--- config.mk ---
export PLATFORM = sky130hd
export DESIGN_NAME = scic_chan_ctrl
export DESIGN_NICKNAME = d
export VERILOG_FILES = /design/src/common/scic_pkg.sv /design/src/design/scic_latch_bank.sv /design/src/design/scic_chan_ctrl.sv
export VERILOG_INCLUDE_DIRS = /design/src /design/src/common
export SDC_FILE = /design/constraint.sdc
export NUM_CORES = 1
export LEC_CHECK = 0
export BUFFER_PORTS_ARGS = -buffer_cell sky130_fd_sc_hd__buf_2
export CORE_MARGIN = 2
export CORE_UTILIZATION = 52
export DETAILED_ROUTE_END_ITERATION = 12
export PLACE_DENSITY = 0.83
export SETUP_SLACK_MARGIN = 0.5
export SLEW_MARGIN = 20
export SYNTH_ARGS = -nofsm -noshare
export SYNTH_HDL_FRONTEND = slang
export SYNTH_SLANG_ARGS = --single-unit
--- constraint.sdc ---
create_clock -name i_mclk -period 1.95 [get_ports i_mclk]
set_input_delay 0.0975 -clock i_mclk [delete_from_list [all_inputs] [get_ports i_mclk]]
set_output_delay 0.0975 -clock i_mclk [all_outputs]
set_load 0.03 [all_outputs]
--- src/common/scic_cfg.svh ---
`ifndef SCIC_CFG_SVH
`define SCIC_CFG_SVH

// pointer, command and crc command fields of the command register
`define SCIC_PTR_LSB 0
`define SCIC_PTR_MSB 2
`define SCIC_CMD_LSB 3
`define SCIC_CMD_MSB 5
`define SCIC_CRC_LSB 6
`define SCIC_CRC_MSB 7

// immediate commands
`define SCIC_CMD_NULL 3'h0
`define SCIC_CMD_ABORT 3'h1
`define SCIC_CMD_RST_EXT 3'h2
`define SCIC_CMD_CHAN_RST 3'h3
`define SCIC_CMD_EN_NEXT 3'h4
`define SCIC_CMD_RST_TX 3'h5
`define SCIC_CMD_ERR_RST 3'h6
`define SCIC_CMD_EOS 3'h7

// crc commands
`define SCIC_CRC_NULL 2'h0
`define SCIC_CRC_RST_RX 2'h1
`define SCIC_CRC_RST_TX 2'h2
`define SCIC_CRC_RST_IDLE 2'h3

// interrupt and wait control register fields
`define SCIC_IW_EXT_EN 0
`define SCIC_IW_TX_EN 1
`define SCIC_IW_SAV 2
`define SCIC_IW_RXM_LSB 3
`define SCIC_IW_RXM_MSB 4
`define SCIC_IW_WSEL 5
`define SCIC_IW_WEN 7

// receive interrupt modes
`define SCIC_RXM_OFF 2'h0
`define SCIC_RXM_FIRST 2'h1
`define SCIC_RXM_ALL_PAR 2'h2
`define SCIC_RXM_ALL 2'h3

// register numbers and reset values
`define SCIC_REG_CMD 3'h0
`define SCIC_REG_IWC 3'h1
`define SCIC_PTR_RST 3'h0
`define SCIC_IWC_RST 8'h00

// abort length in transmit bits, and recovery after channel reset in clocks
`define SCIC_ABORT_BITS 4'hb
`define SCIC_RST_GUARD 3'h4

`endif

--- src/common/scic_pkg.sv ---
package scic_pkg;
    typedef enum logic [1:0] {
        SCIC_TX_RUN,
        SCIC_TX_ABORT,
        SCIC_TX_IDLE
    } scic_tx_state_t;
endpackage

--- src/design/scic_latch_bank.sv ---
`timescale 1ns/1ns
`default_nettype none
`include "scic_cfg.svh"

// sticky status latches; set wins over clear so no event is lost
module scic_latch_bank #(
    parameter int WIDTH = 3
) (
    // clock and reset
    input wire logic i_mclk,
    input wire logic i_reset,
    // control
    input wire logic [WIDTH-1:0] i_live,
    input wire logic [WIDTH-1:0] i_set,
    input wire logic i_hold,
    input wire logic i_reopen,
    // state
    output logic [WIDTH-1:0] o_value
);
    logic [WIDTH-1:0] val_q;
    logic [WIDTH-1:0] val_d;

    genvar g;
    generate
        for (g = 0; g < WIDTH; g++) begin : g_bit
            always_comb begin
                if (i_set[g]) begin
                    val_d[g] = 1'b1;
                end else if (i_hold && !i_reopen) begin
                    val_d[g] = val_q[g];
                end else begin
                    val_d[g] = i_live[g];
                end
            end
        end
    endgenerate

    always_ff @(posedge i_mclk) begin
        if (i_reset) begin
            val_q <= '0;
        end else begin
            val_q <= val_d;
        end
    end

    assign o_value = val_q;
endmodule
`default_nettype wire

--- src/design/scic_chan_ctrl.sv ---
`timescale 1ns/1ns
`default_nettype none
`include "scic_cfg.svh"

// Functional notes
// - pointer selects next control/status register
// - reset clears pointer to zero
// - nonzero pointer used once, then zero
// - pointer, command, crc act together
// - command 000 does nothing
// - 001 in sdlc mode flushes, sends ones, returns idle
// - ext status latches held; 010 clears
// - 011 resets channel; A resets chain
// - 100 rearms first character interrupt
// - 101 clears tx request until reload
// - 110 clears special, reopens error latches
// - chain held off; 111 on A releases
// - crc 01/10 reset checker/generator, mode value
// - crc 11 clears idle latch, crc sends
// - idle latch set after any reset
// - ext enable interrupts on status changes
// - tx enable interrupts on shift or idle
// - status affects vector selects modified vector
// - receive interrupt modes 00 to 11
// - overrun, end message are special; parity in mode 10 only
module scic_chan_ctrl #(
    parameter bit IS_CHAN_A = 1'b1
) (
    // clock and reset
    input wire logic i_mclk,
    input wire logic i_reset,
    // host control port
    input wire logic i_wr,
    input wire logic i_rd,
    input wire logic i_ctl_sel,
    input wire logic [7:0] i_wdata,
    // channel status
    input wire logic i_sdlc_mode,
    input wire logic i_sync_mode,
    input wire logic i_dma_mode,
    input wire logic [2:0] i_ext_live,
    input wire logic i_ext_event,
    input wire logic i_rx_char,
    input wire logic i_rx_parity_err,
    input wire logic i_rx_overrun,
    input wire logic i_rx_eom,
    input wire logic i_tx_to_shift,
    input wire logic i_tx_enter_idle,
    input wire logic i_tx_underrun,
    input wire logic i_tx_buf_full,
    input wire logic i_rx_buf_empty,
    input wire logic i_tx_bit_done,
    input wire logic i_chain_in_n,
    // register view
    output logic [2:0] o_reg_sel,
    output logic [7:0] o_iwc,
    output logic [2:0] o_ext_status,
    output logic [1:0] o_err_status,
    output logic o_idle_crc_latch,
    // interrupt and dma
    output logic o_int_req,
    output logic o_int_ext,
    output logic o_int_tx,
    output logic o_int_rx,
    output logic o_int_special,
    output logic o_vec_modified,
    output logic o_chain_out_n,
    output logic o_drq_tx,
    output logic o_drq_rx,
    // channel controls
    output logic o_chan_reset,
    output logic o_prio_reset,
    output logic o_tx_flush,
    output logic o_tx_abort_bit,
    output logic o_tx_send_crc,
    output logic o_rx_crc_clear,
    output logic o_tx_crc_clear,
    output logic o_crc_seed_ones,
    output logic o_wait_n
);
    logic [2:0] ptr_q, ptr_d;
    logic [7:0] iwc_q, iwc_d;
    logic ext_pend_q, ext_pend_d;
    logic tx_pend_q, tx_pend_d;
    logic rx_pend_q, rx_pend_d;
    logic sp_pend_q, sp_pend_d;
    logic first_arm_q, first_arm_d;
    logic idle_q, idle_d;
    logic in_svc_q, in_svc_d;
    logic drq_tx_q, drq_tx_d;
    logic drq_rx_q, drq_rx_d;
    logic rst_pulse_q, rst_pulse_d;
    logic prio_q, prio_d;
    logic flush_q, flush_d;
    logic rcrc_q, rcrc_d;
    logic tcrc_q, tcrc_d;
    logic crc_send_q, crc_send_d;
    logic wait_n_q, wait_n_d;
    logic req_q, req_d;
    logic vec_q, vec_d;
    scic_pkg::scic_tx_state_t tx_st_q, tx_st_d;
    logic [3:0] abort_cnt_q, abort_cnt_d;
    logic abort_bit_q, abort_bit_d;
    logic chain_s1_q, chain_s2_q, chain_s3_q;
    logic chain_ok_q, chain_ok_d;
    logic [2:0] ext_lat;
    logic [1:0] err_lat;
    logic cmd_wr, iwc_wr, ctl_acc, soft_rst, rst_all;
    logic [2:0] cmd;
    logic [1:0] crc_cmd, rx_mode;
    logic par_special, rx_int_ev, sp_ev;
    logic seed_q;

    // a control write with pointer zero lands in the command register
    assign ctl_acc = i_ctl_sel && (i_wr || i_rd);
    assign cmd_wr = i_ctl_sel && i_wr && (ptr_q == `SCIC_REG_CMD);
    assign iwc_wr = i_ctl_sel && i_wr && (ptr_q == `SCIC_REG_IWC);
    assign cmd = i_wdata[`SCIC_CMD_MSB:`SCIC_CMD_LSB];
    assign crc_cmd = i_wdata[`SCIC_CRC_MSB:`SCIC_CRC_LSB];
    assign soft_rst = cmd_wr && (cmd == `SCIC_CMD_CHAN_RST);
    assign rst_all = i_reset || soft_rst;
    assign rx_mode = iwc_q[`SCIC_IW_RXM_MSB:`SCIC_IW_RXM_LSB];
    assign par_special = (rx_mode == `SCIC_RXM_ALL_PAR) && i_rx_parity_err;
    assign sp_ev = i_rx_char && (i_rx_overrun || par_special || i_rx_eom);

    // error latches reopen on error reset; parity sticks only when special
    scic_latch_bank #(.WIDTH(2)) u_err (
        .i_mclk(i_mclk),
        .i_reset(rst_all),
        .i_live(2'h0),
        .i_set({i_rx_overrun && i_rx_char, par_special && i_rx_char}),
        .i_hold(1'b1),
        .i_reopen(cmd_wr && (cmd == `SCIC_CMD_ERR_RST)),
        .o_value(err_lat)
    );

    // condition bits freeze while a change is flagged so short pulses survive
    scic_latch_bank #(.WIDTH(3)) u_ext (
        .i_mclk(i_mclk),
        .i_reset(rst_all),
        .i_live(i_ext_live),
        .i_set(3'h0),
        .i_hold(ext_pend_q),
        .i_reopen(cmd_wr && (cmd == `SCIC_CMD_RST_EXT)),
        .o_value(ext_lat)
    );

    always_comb begin
        ptr_d = ptr_q;
        iwc_d = iwc_q;
        ext_pend_d = ext_pend_q;
        tx_pend_d = tx_pend_q;
        rx_pend_d = rx_pend_q;
        sp_pend_d = sp_pend_q;
        first_arm_d = first_arm_q;
        idle_d = idle_q;
        in_svc_d = in_svc_q;
        drq_tx_d = drq_tx_q;
        drq_rx_d = drq_rx_q;
        rst_pulse_d = soft_rst;
        prio_d = soft_rst && IS_CHAN_A;
        flush_d = 1'b0;
        rcrc_d = 1'b0;
        tcrc_d = 1'b0;
        crc_send_d = 1'b0;
        rx_int_ev = 1'b0;
        // clears come first so a same-cycle event wins
        if (cmd_wr) begin
            case (cmd)
                `SCIC_CMD_NULL: begin
                end
                `SCIC_CMD_ABORT: flush_d = i_sdlc_mode;
                `SCIC_CMD_RST_EXT: ext_pend_d = 1'b0;
                `SCIC_CMD_EN_NEXT: first_arm_d = 1'b1;
                `SCIC_CMD_RST_TX: begin
                    tx_pend_d = 1'b0;
                    drq_tx_d = 1'b0;
                end
                `SCIC_CMD_ERR_RST: sp_pend_d = 1'b0;
                `SCIC_CMD_EOS: begin
                    if (IS_CHAN_A) begin
                        in_svc_d = 1'b0;
                    end
                end
                default: begin
                end
            endcase
            case (crc_cmd)
                `SCIC_CRC_NULL: begin
                end
                `SCIC_CRC_RST_RX: rcrc_d = 1'b1;
                `SCIC_CRC_RST_TX: tcrc_d = 1'b1;
                `SCIC_CRC_RST_IDLE: idle_d = 1'b0;
                default: begin
                end
            endcase
        end
        if (iwc_wr) begin
            iwc_d = i_wdata;
        end
        // pointer: set from the command write, else dropped after one use
        if (cmd_wr) begin
            ptr_d = i_wdata[`SCIC_PTR_MSB:`SCIC_PTR_LSB];
        end else if (ctl_acc) begin
            ptr_d = `SCIC_PTR_RST;
        end
        // underrun with the latch clear sends crc once, then idles
        if (i_tx_underrun && !idle_q) begin
            crc_send_d = 1'b1;
            idle_d = 1'b1;
        end
        if ((i_ext_event || (i_tx_underrun && !idle_q)) && iwc_q[`SCIC_IW_EXT_EN]) begin
            ext_pend_d = 1'b1;
        end
        if ((i_tx_to_shift || i_tx_enter_idle) && iwc_q[`SCIC_IW_TX_EN]) begin
            tx_pend_d = 1'b1;
        end
        if ((i_tx_to_shift || i_tx_enter_idle) && i_dma_mode) begin
            drq_tx_d = 1'b1;
        end
        if (i_rx_char) begin
            case (rx_mode)
                `SCIC_RXM_OFF: rx_int_ev = 1'b0;
                `SCIC_RXM_FIRST: begin
                    rx_int_ev = first_arm_q;
                    first_arm_d = 1'b0;
                end
                `SCIC_RXM_ALL_PAR: rx_int_ev = 1'b1;
                `SCIC_RXM_ALL: rx_int_ev = 1'b1;
                default: rx_int_ev = 1'b0;
            endcase
            if (rx_mode != `SCIC_RXM_OFF && i_dma_mode) begin
                drq_rx_d = 1'b1;
            end
        end else if (i_rd && !i_ctl_sel) begin
            drq_rx_d = 1'b0;
        end
        // data read clears first so a same-cycle character is kept
        if (i_rd && !i_ctl_sel) begin
            rx_pend_d = 1'b0;
        end
        if (rx_int_ev && sp_ev) begin
            sp_pend_d = 1'b1;
        end else if (rx_int_ev) begin
            rx_pend_d = 1'b1;
        end
        // a request issued with the chain open locks out lower ones
        if (req_q && chain_ok_q) begin
            in_svc_d = 1'b1;
        end
    end

    // abort bit counter: fixed count inside the 8 to 13 window
    always_comb begin
        tx_st_d = tx_st_q;
        abort_cnt_d = abort_cnt_q;
        abort_bit_d = 1'b0;
        case (tx_st_q)
            scic_pkg::SCIC_TX_RUN: begin
                if (flush_q) begin
                    tx_st_d = scic_pkg::SCIC_TX_ABORT;
                    abort_cnt_d = `SCIC_ABORT_BITS;
                end
            end
            scic_pkg::SCIC_TX_ABORT: begin
                abort_bit_d = 1'b1;
                if (i_tx_bit_done) begin
                    abort_cnt_d = abort_cnt_q - 4'h1;
                    if (abort_cnt_q == 4'h1) begin
                        tx_st_d = scic_pkg::SCIC_TX_IDLE;
                        abort_bit_d = 1'b0;
                    end
                end
            end
            scic_pkg::SCIC_TX_IDLE: tx_st_d = scic_pkg::SCIC_TX_RUN;
            default: tx_st_d = scic_pkg::SCIC_TX_RUN;
        endcase
    end

    // interrupt request, vector and wait outputs
    always_comb begin
        chain_ok_d = chain_s2_q && chain_s3_q ? 1'b0 : (!chain_s2_q && !chain_s3_q ? 1'b1
            : chain_ok_q);
        req_d = (ext_pend_q || tx_pend_q || rx_pend_q || sp_pend_q) && chain_ok_q
            && !in_svc_q;
        vec_d = iwc_q[`SCIC_IW_SAV];
        wait_n_d = 1'b1;
        if (iwc_q[`SCIC_IW_WEN]) begin
            if (!iwc_q[`SCIC_IW_WSEL] && i_wr && !i_ctl_sel && i_tx_buf_full) begin
                wait_n_d = 1'b0;
            end
            if (iwc_q[`SCIC_IW_WSEL] && i_rd && !i_ctl_sel && i_rx_buf_empty) begin
                wait_n_d = 1'b0;
            end
        end
    end

    always_ff @(posedge i_mclk) begin
        chain_s1_q <= i_chain_in_n;
        chain_s2_q <= chain_s1_q;
        chain_s3_q <= chain_s2_q;
        rst_pulse_q <= rst_pulse_d;
        prio_q <= prio_d;
        seed_q <= i_sdlc_mode && !i_sync_mode;
        if (rst_all) begin
            ptr_q <= `SCIC_PTR_RST;
            iwc_q <= `SCIC_IWC_RST;
            ext_pend_q <= 1'b0;
            tx_pend_q <= 1'b0;
            rx_pend_q <= 1'b0;
            sp_pend_q <= 1'b0;
            first_arm_q <= 1'b1;
            idle_q <= 1'b1;
            drq_tx_q <= 1'b0;
            drq_rx_q <= 1'b0;
            flush_q <= 1'b0;
            rcrc_q <= 1'b0;
            tcrc_q <= 1'b0;
            crc_send_q <= 1'b0;
            wait_n_q <= 1'b1;
            req_q <= 1'b0;
            vec_q <= 1'b0;
            tx_st_q <= scic_pkg::SCIC_TX_RUN;
            abort_cnt_q <= 4'h0;
            abort_bit_q <= 1'b0;
            chain_ok_q <= 1'b0;
        end else begin
            ptr_q <= ptr_d;
            iwc_q <= iwc_d;
            ext_pend_q <= ext_pend_d;
            tx_pend_q <= tx_pend_d;
            rx_pend_q <= rx_pend_d;
            sp_pend_q <= sp_pend_d;
            first_arm_q <= first_arm_d;
            idle_q <= idle_d;
            drq_tx_q <= drq_tx_d;
            drq_rx_q <= drq_rx_d;
            flush_q <= flush_d;
            rcrc_q <= rcrc_d;
            tcrc_q <= tcrc_d;
            crc_send_q <= crc_send_d;
            wait_n_q <= wait_n_d;
            req_q <= req_d;
            vec_q <= vec_d;
            tx_st_q <= tx_st_d;
            abort_cnt_q <= abort_cnt_d;
            abort_bit_q <= abort_bit_d;
            chain_ok_q <= chain_ok_d;
        end
        // the shared chain survives a channel B reset
        if (i_reset || (soft_rst && IS_CHAN_A)) begin
            in_svc_q <= 1'b0;
        end else begin
            in_svc_q <= in_svc_d;
        end
    end

    assign o_reg_sel = ptr_q;
    assign o_iwc = iwc_q;
    assign o_ext_status = ext_lat;
    assign o_err_status = err_lat;
    assign o_idle_crc_latch = idle_q;
    assign o_int_req = req_q;
    assign o_int_ext = ext_pend_q;
    assign o_int_tx = tx_pend_q;
    assign o_int_rx = rx_pend_q;
    assign o_int_special = sp_pend_q;
    assign o_vec_modified = vec_q;
    assign o_chain_out_n = in_svc_q;
    assign o_drq_tx = drq_tx_q;
    assign o_drq_rx = drq_rx_q;
    assign o_chan_reset = rst_pulse_q;
    assign o_prio_reset = prio_q;
    assign o_tx_flush = flush_q;
    assign o_tx_abort_bit = abort_bit_q;
    assign o_tx_send_crc = crc_send_q;
    assign o_rx_crc_clear = rcrc_q;
    assign o_tx_crc_clear = tcrc_q;
    assign o_crc_seed_ones = seed_q;
    assign o_wait_n = wait_n_q;
endmodule
`default_nettype wire

== Word level (Yosys, flattened, before mapping) ==
Cells that the tools add are included.

* Word-level logic and storage cells: 182
* Input bits: 31
* Output and inout port bits: 35
* Register bits: 45

* Mux-type cells: 44
* Equal/unequal tests: 20
* $add $sub $neg: 1
* Bitwise gates (word level): 4
* Reduce and logical (&&, ||, !) cells: 83

{| class="wikitable"
|+ Operators by type and width
! cell !! number
|-
| $mux 1 || 34
|-
| $reduce_bool 2->1 || 16
|-
| $logic_and 1x1->1 || 31
|-
| $reduce_and 2->1 || 7
|-
| $eq 3x3->1 const B || 4
|-
| $reduce_or 2->1 || 6
|-
| $logic_or 1x1->1 || 9
|-
| $eq 2x2->1 const B || 4
|-
| $logic_not 1->1 || 8
|-
| $mux 4 || 2
|-
| $pmux 4 s2 || 1
|-
| $eq 2x1->1 const B || 3
|-
| $eq 3x1->1 const B || 2
|-
| $eq 3x2->1 const B || 2
|-
| $mux 2 || 3
|-
| $mux 3 || 2
|-
| $ne 2x2->1 const B || 3
|-
| $reduce_and 3->1 || 2
|-
| $eq 4x1->1 const B || 1
|-
| $logic_not 2->1 || 2
|-
| $not 1->1 || 4
|-
| $pmux 2 s2 || 1
|-
| $sub 4x1->4 const B || 1
|-
| $logic_not 3->1 || 1
|-
| 3 further kinds || 3
|}

== Longest topological paths before layout ==
Gate-level depths: netlist of the first run.

* Word-level depth: 8
* Gate-level depth with buffers: 5
* Mapped depth without buffers: 5

== Cells and area by module ==
From an unflattened synthesis of the first run, not the netlist that was laid out.

* Cell total of the unflattened synthesis: 204
* Area, all modules: 1,979.4 um^2

{| class="wikitable"
|+ By module, submodules not included
! module !! area each (um^2) !! instances !! sequential area each (um^2) !! cells each
|-
| scic_chan_ctrl || 1,766.7 || 1 || 800.8 || 182
|-
| scic_latch_bank at u_ext || 126.4 || 1 || 60.1 || 13
|-
| scic_latch_bank at u_err || 86.3 || 1 || 40.0 || 9
|}

== Worst setup path after synthesis of the first run ==
OpenSTA, ideal clock, no wires.

* Kind: register to register
* Start point: register ptr_q[2], in the netlist o_reg_sel[2]
* End point: register flush_q, in the netlist o_tx_flush
* Stages on the path, launching flop included: 5
* Path slack: 452 ps
* Data arrival time: 1,437 ps
* Data required time: 1,889 ps
* Path through: dfxtp_1 -> nand4bb_1 -> buf_2 -> a2111oi_4 -> and4b_2

* Word-level cells in the longest chain between the ends: 5

{| class="wikitable"
|+ Ends and longest elaborated chain
! element !! line !! RTL
|-
| start: declaration || scic_chan_ctrl.sv:81 || <nowiki>logic [2:0] ptr_q, ptr_d;</nowiki>
|-
| start signal: assignment || scic_chan_ctrl.sv:306 || <nowiki>ptr_q <= `SCIC_PTR_RST;</nowiki>
|-
| start signal: assignment || scic_chan_ctrl.sv:328 || <nowiki>ptr_q <= ptr_d;</nowiki>
|-
| $logic_not 3->1 (no line) (*) || n/a ||
|-
| $logic_and 1x1->1 (*) || scic_chan_ctrl.sv:116 || <nowiki>assign cmd_wr = i_ctl_sel && i_wr && (ptr_q == `SCIC_REG_CMD);</nowiki>
|-
| $logic_and 1x1->1 || scic_chan_ctrl.sv:120 || <nowiki>assign soft_rst = cmd_wr && (cmd == `SCIC_CMD_CHAN_RST);</nowiki>
|-
| $logic_or 1x1->1 || scic_chan_ctrl.sv:121 || <nowiki>assign rst_all = i_reset || soft_rst;</nowiki>
|-
| $reduce_or 3->1 (no line) (*) || n/a ||
|-
| end signal: assignment || scic_chan_ctrl.sv:338 || <nowiki>flush_q <= flush_d;</nowiki>
|-
| end: declaration || scic_chan_ctrl.sv:94 || <nowiki>logic flush_q, flush_d;</nowiki>
|}

Every way passes the cells marked *; elsewhere a longest branch is shown, timed or not.
A chain may end at the register's enable or synchronous reset.

== Final worst setup path of the first run ==
* Start point: register ptr_q[2], in the netlist o_reg_sel[2]
* End point: register rcrc_q, in the netlist o_rx_crc_clear

* Word-level cells in the longest chain between the ends: 5

{| class="wikitable"
|+ Ends and longest elaborated chain
! element !! line !! RTL
|-
| $logic_not 3->1 (no line) (*) || n/a ||
|-
| $logic_and 1x1->1 (*) || scic_chan_ctrl.sv:116 ||
|-
| $logic_and 1x1->1 || scic_chan_ctrl.sv:120 ||
|-
| $logic_or 1x1->1 || scic_chan_ctrl.sv:121 ||
|-
| $reduce_or 2->1 (no line) (*) || n/a ||
|-
| end signal: assignment || scic_chan_ctrl.sv:339 || <nowiki>rcrc_q <= rcrc_d;</nowiki>
|-
| end: declaration || scic_chan_ctrl.sv:95 || <nowiki>logic rcrc_q, rcrc_d;</nowiki>
|}

Marks and branches as above.

==> out/qor.yml, run 1 <==
clkLatencyLatePin_ns: 0.35
synth_ff_type: "dfxtp_1"
crit_slowest_cell: "dfxtp_1"
tightest_slew_ns: 0.350
grt_overflow: 0
gp_congestion: 0.827
power_density_nw_per_um2: 702
synthArstFlopShare_pct: 0
synthAdderAreaFrac_pct: 1.35
slew_viol_final: 0
synth_top_cell_area_share_pct: 48.7
status: "finished clean"
ys_warn_count: 0
whs_endpoint: "u_err.o_value[1]"
critPathMaxFanout: 7
worstPathRequired_ns: 2.25
maxCapViolCount: 0
combPwrFrac_pct: 12.3
grt_pass1_wl_mm: 7.00
p_switching_w: 0.000407
clock_sinks: 45
critPathLaunchType: "register"
cts_inserted_buffers: 5
switching_share_pct: 24.0
cts_buffer_depth: 2
ir_worst_vdd_uv: 382
hpwl_mm: 3.04
setup_viol: 0
reg2reg_slack_ns: 0.57
dieArea_um2: 4050
vias: 1709
synth.mux.area_fraction_pct: 2.16
clkPwrFrac_pct: 31.6
hold_class: "primary input to register"
cp-end-kind: "register"
reg2reg_to: "o_rx_crc_clear"
post-route-drc-count: 0
path_cells: "nand4bb_4 -> a2111oi_4 -> buf_4 -> and3b_1"
final_antenna_net_count: 0
syn-num-nets: 225
critPathTopFamily: "simple AND/OR/NAND/NOR gates"
timing.fmax_ghz: 0.725
die_w_um: 63.7
placed_cells: 298
synth_edf_count: 0
dr.pass1.iters: 4
io_buffer_count: 65
core_area_um2: 3390
fin_nets: 301
p_int_w: 0.00129
stdcell_count: 314
pwr-share-seq_pct: 56.1
clock_skew_ns: 0.0134
power.leakage_nw: 1.02
r2r-start: "o_reg_sel[2]"
hold_violations: 0
antenna_found_initial: 0
diodes: 0
route.final.wire_length_mm: 4.20
rsz0062_at_grt: "yes"
ys_types: 45
yosys_register_bits: 45
setup_tns_ns: 0
synth.avg_cell_area_um2: 9.64
clk_pin_slew_worst_paths_ns: 0.12
critPathBufInv: 1
ys_top_cells_by_area: "dfxtp_1, o21ai_0, a21oi_1"
min-delay-start: "i_rx_overrun"
layout-drive-gt1-share_pct: 32.8
area_growth_pct: 30.6
fin_area_um2: 2420
seq_area_frac_synth_pct: 48.7
final_util_pct: 71.3
synthSimpleGateAreaFrac_pct: 21.1
yosysTopAreaCell: "dfxtp_1"
final.period_utilization_pct: 70.8
cts.htree.levels: 2
synth_top_family_by_area: "compound AO/OA/AOI/OAI gates"
initial_utilization_pct: 54.6
vias_per_cell: 5.44
dpl_cell_area_um2: 2230
hold_depth: 3
criticalPathCategory: "register to register"
relSlewSlack_pct: 76.3
rows: 21
cpPeakStageDelay_ns: 0.36
grt_pass1_vias: 1553
cp.arrival_ns: 1.68
syn_area_um2: 1850
detail_route.wl_per_cell_um: 13.4
rr_worst_depth: 4
die_h_um: 63.7
synth-compound-area-share_pct: 23.0
cts_root_buf: "clkbuf_4"
grt_max_degree: 30
post_synth_inst_count: 192
drt_iter0_drc: 118
cts_tree: "done"
min_period_ns: 1.38
yosys.area_share.xor_xnor_pct: 0
startpoint: "o_reg_sel[2]"
grt.total_usage_pct: 22.3
ios: 66
-- layout by cell type (no fill, tap or decap), types with 2 or more instances in the layout --
cell and count:
nor4b_1 4, or4bb_2 2, mux2i_1 4, nand3_1 10, nor4bb_1 2, nand4bb_1 2
nand2_1 8, o311ai_0 2, and3b_1 4, nor2b_1 4, clkbuf_4 5, buf_4 6
nor2_1 10, nand3b_1 2, inv_1 4, dlygate4sd3_1 7, nand2b_1 3, a21oi_1 17
dfxtp_1 44, a22o_1 2, o211ai_1 6, a211oi_1 3, o21ai_0 23, buf_2 65
ha_1 2
-- timing repair --
action                                  4_1_cts  5_1_grt
hold endpoints to repair                      6        0
pin swaps                                     1        1
endpoints found under the setup margin       37        8
hold buffers                                  7        0
resized for setup                             3        2
setup buffers                                 2        0
-- power groups by stage --
stage | sequential [W] | combinational (W) | clock, W
4_1_cts | 0.000952 | 0.000208 | 0.000553
2_1_floorplan | 0.00100 | 0.0000792 | 0
5_1_grt | 0.000955 | 0.000226 | 0.000595
3_5_place_dp | 0.000976 | 0.000187 | 0
6_report | 0.000952 | 0.000208 | 0.000536
3_3_place_gp | 0.000975 | 0.000185 | 0
-- stage by stage --
step | hold WS, ns | power (W) | setup WS [ns]
floorplan | 0.125 | 0.00108 | 0.498
global placement | 0.204 | 0.00116 | 0.451
detailed placement | 0.204 | 0.00116 | 0.383
CTS | 0.00635 | 0.00171 | 0.528
global route | 0.00652 | 0.00178 | 0.472
finish | 0.0185 | 0.00170 | 0.570
-- cell usage after synthesis (2+ instances only) --
master     number
dfxtp_1        45
o21ai_0        24
a21oi_1        17
nand3_1        10
nor2_1         10
nand2_1         8
o211ai_1        6
and3b_1         4
buf_2           4
inv_1           4
mux2i_1         4
nor2b_1         4
nor4b_1         4
a211oi_1        3
clkbuf_1        3
nand2b_1        3
nand4bb_1       3
nor4bb_1        3
a22o_1          2
buf_4           2
ha_1            2
nand3b_1        2
o311ai_0        2
or4bb_2         2
-- worst max path at each step --
stage	endpoint	slack (ns)	cells after the start
finish	o_rx_crc_clear	0.57	4
global route	o_int_special	0.47	3
CTS	o_int_special	0.53	3
detailed placement	o_tx_flush	0.38	3
global placement	o_tx_flush	0.45	3
floorplan	o_tx_flush	0.50	4
-- routing by layer --
metal | vias to the layer above | wire length (µm) | GRT usage, %
met5 | - | 0 | 0
met4 | 0 | 61 | 10.1
met3 | 7 | 237 | 5.89
met2 | 51 | 2020 | 36.1
met1 | 783 | 1880 | 27.8
li1 | 868 | - | -
-- cell type report --
| class | instances | area (µm²) |
|---|---|---|
| flip-flops and latches | 45 | 905 |
| well taps | 46 | 57.6 |
| clock inverters | 2 | 35.0 |
| inverters | 5 | 18.8 |
| repair buffers | 79 | 460 |
| multi-input cells | 132 | 903 |
| fillers | 268 | 972 |
| clock buffers | 5 | 37.5 |
-- tightest hold or removal path, cell delays in order --
cell     delay, ns
buf_2         0.11
nand2_1       0.06
a21oi_1       0.05
-- state kept, by name (all words and copies together) (netlist names), 2 cells and up --
name           flops
tx_st_q            2
o_reg_sel          3
u_err.o_value      2
o_iwc              8
abort_cnt_q        4
u_ext.o_value      3
-- cell families (layout without fill, tap and decap cells) --
family,Yosys count,after routing
buf+inv,15,91
flops,45,45
mux,4,4
compound gates,66,66
fa+ha+maj,2,2
simple gates,60,60
No activity file was read; power rests on OpenSTA's default activity.
==> run 2: changes to the inputs <==
- CORE_UTILIZATION: 52 -> 44
- PLACE_DENSITY: 0.83 -> 0.75
- clock period: 1.95 -> 1.1 ns (I/O delays scaled with it)
==> run 2 against run 1 <==
Register-to-register slack got worse by 0.83 ns; routed wire length rose by 51%; fmax rose by 1.5%; critical endpoint is now tx_st_q[0]; clock power rose by 90%; power rose by 91%; largest power group unchanged; the flow now finishes with violations (hold timing, setup timing); global-route usage rose by 1.8 points.
==> out/qor.yml, run 2 (synthesis gave the netlist of run 1 again) <==
route.final.wire_length_mm: 6.34
violations: "hold timing, setup timing"
final.period_utilization_pct: 124
clkLatencyLatePin_ns: 0.30
rsz0062_at_grt: "yes"
diodes: 0
cts_buffer_depth: 2
layout_common_cells: "buf_6, buf_2, dfxtp_2"
cpPeakStageDelay_ns: 0.35
gp_congestion: 0.815
relSlewSlack_pct: 72.0
reg2reg_slack_ns: -0.26
mostFrequentLayoutCell: "buf_6"
grt_pass1_wl_mm: 8.28
layout-drive-gt1-share_pct: 59.9
clock_skew_ns: 0.00753
cp-end-kind: "register"
grt.total_usage_pct: 24.1
ir_worst_vdd_uv: 621
largest_register_ffs: 8
grt_max_degree: 15
cts_inserted_buffers: 5
grt_pass1_vias: 1769
fin_nets: 326
ctsHoldBuffers: 2
final_antenna_net_count: 0
area_growth_pct: 66.7
status: "finished with violations"
maxCapViolCount: 0
hold_class: "primary input to register"
power.leakage_nw: 1.23
io_buffer_count: 65
timing.fmax_ghz: 0.735
die_w_um: 68.9
whs_ns: -0.0148
post-route-drc-count: 0
dieArea_um2: 4740
min_period_ns: 1.36
tightest_slew_ns: 0.415
cts.htree.levels: 2
cp.arrival_ns: 1.53
vias: 1963
worstPathRequired_ns: 1.27
cts_root_buf: "clkbuf_8"
power_density_nw_per_um2: 1050
detail_route.wl_per_cell_um: 18.4
hpwl_mm: 3.48
final_util_pct: 76.6
criticalPathCategory: "register to register"
core_area_um2: 4030
grt_overflow: 0
antenna_found_initial: 0
clk_pin_slew_worst_paths_ns: 0.08
slew_viol_final: 0
dr.pass1.iters: 4
drt_iter0_drc: 166
crit_slowest_cell: "dfxtp_4"
ios: 66
critPathLaunchType: "register"
clock_sinks: 45
cts_tree: "done"
critPathMaxFanout: 8
setup_viol: 40
hold_violations: 2
vias_per_cell: 5.71
path_cells: "nand4bb_4 -> buf_6 -> o21ai_4 -> buf_8 -> nor4b_2"
setup_tns_ns: -8.73
initial_utilization_pct: 45.9
setup_slack_ns: -0.260
rows: 23
die_h_um: 68.9
==> run 2: changes by cell type in the layout (fill, tap and decap cells not counted), moves of 4 or more <==
cell / delta
a21oi_1: -11
a21oi_2: +11
buf_2: -35
buf_4: +20
buf_6: +44
clkbuf_4: -5
clkbuf_8: +5
dfxtp_1: -33
dfxtp_2: +29
dfxtp_4: +4
dlygate4sd3_1: -6
o21ai_0: -6
o21ai_1: +5
==> run 2: repair_timing <==
item | CTS | global route
endpoints found under the hold margin | 6 | 1
endpoints found under the setup margin | 76 | 77
resized for setup | 110 | 42
buffers inserted | 5 | 4
pin swaps | 4 | 9
cloned | 2 | 0
==> run 2: where the power goes <==
part           leakage [nW]  internal, W  switching (W)  total, W
combinational         0.815     0.000252       0.000280  0.000532
clock                0.0385     0.000450       0.000573   0.00102
sequential            0.381      0.00166      0.0000282   0.00169
total                  1.23      0.00236       0.000880   0.00324
==> run 2: critical path: cells and delay by family (launching register included) <==
| kind | cells | cell delay, ns |
|---|---|---|
| AOI/OAI and AO/OA | 1 | 0.23 |
| buffers and inverters | 2 | 0.36 |
| DFF | 1 | 0.35 |
| and+or+nand+nor | 2 | 0.30 |
==> run 2: per-layer routing <==
metal	vias up	global-route usage, %	wire length [µm]
met5	-	0	0
met4	0	8.09	171
li1	916	-	-
met3	17	6.82	407
met1	946	29.7	2480
met2	84	40.4	3290
==> run 2: through the flow <==
step	setup WS (ns)	instance area, µm²	std cells	power [W]
after global routing	-0.330	3090	344	0.00336
after floorplan	-0.267	1920	192	0.00193
after global placement	-0.230	2420	323	0.00210
after detailed placement	-0.266	2420	323	0.00210
final	-0.260	3090	344	0.00324
after CTS	-0.228	2880	340	0.00316
==> run 2: final cells by class <==
class                      instances  area, µm²
multi-input combinational        132       1070
sequential                        45        956
fill                             244        943
timing repair buffer             104        898
clock buffer                       7       76.3
tap                               50       62.6
inverter                           5       18.8
clock inverter                     1       7.51
==> run 2: path summary, 6_finish.rpt <==
kind                 endpoint           from  cells after the start
max                tx_st_q[0]   o_reg_sel[2]                      5
min          o_idle_crc_latch  i_tx_underrun                      3
max reg2reg        tx_st_q[0]   o_reg_sel[2]                      5
min reg2reg        chain_s2_q     chain_s1_q                      0
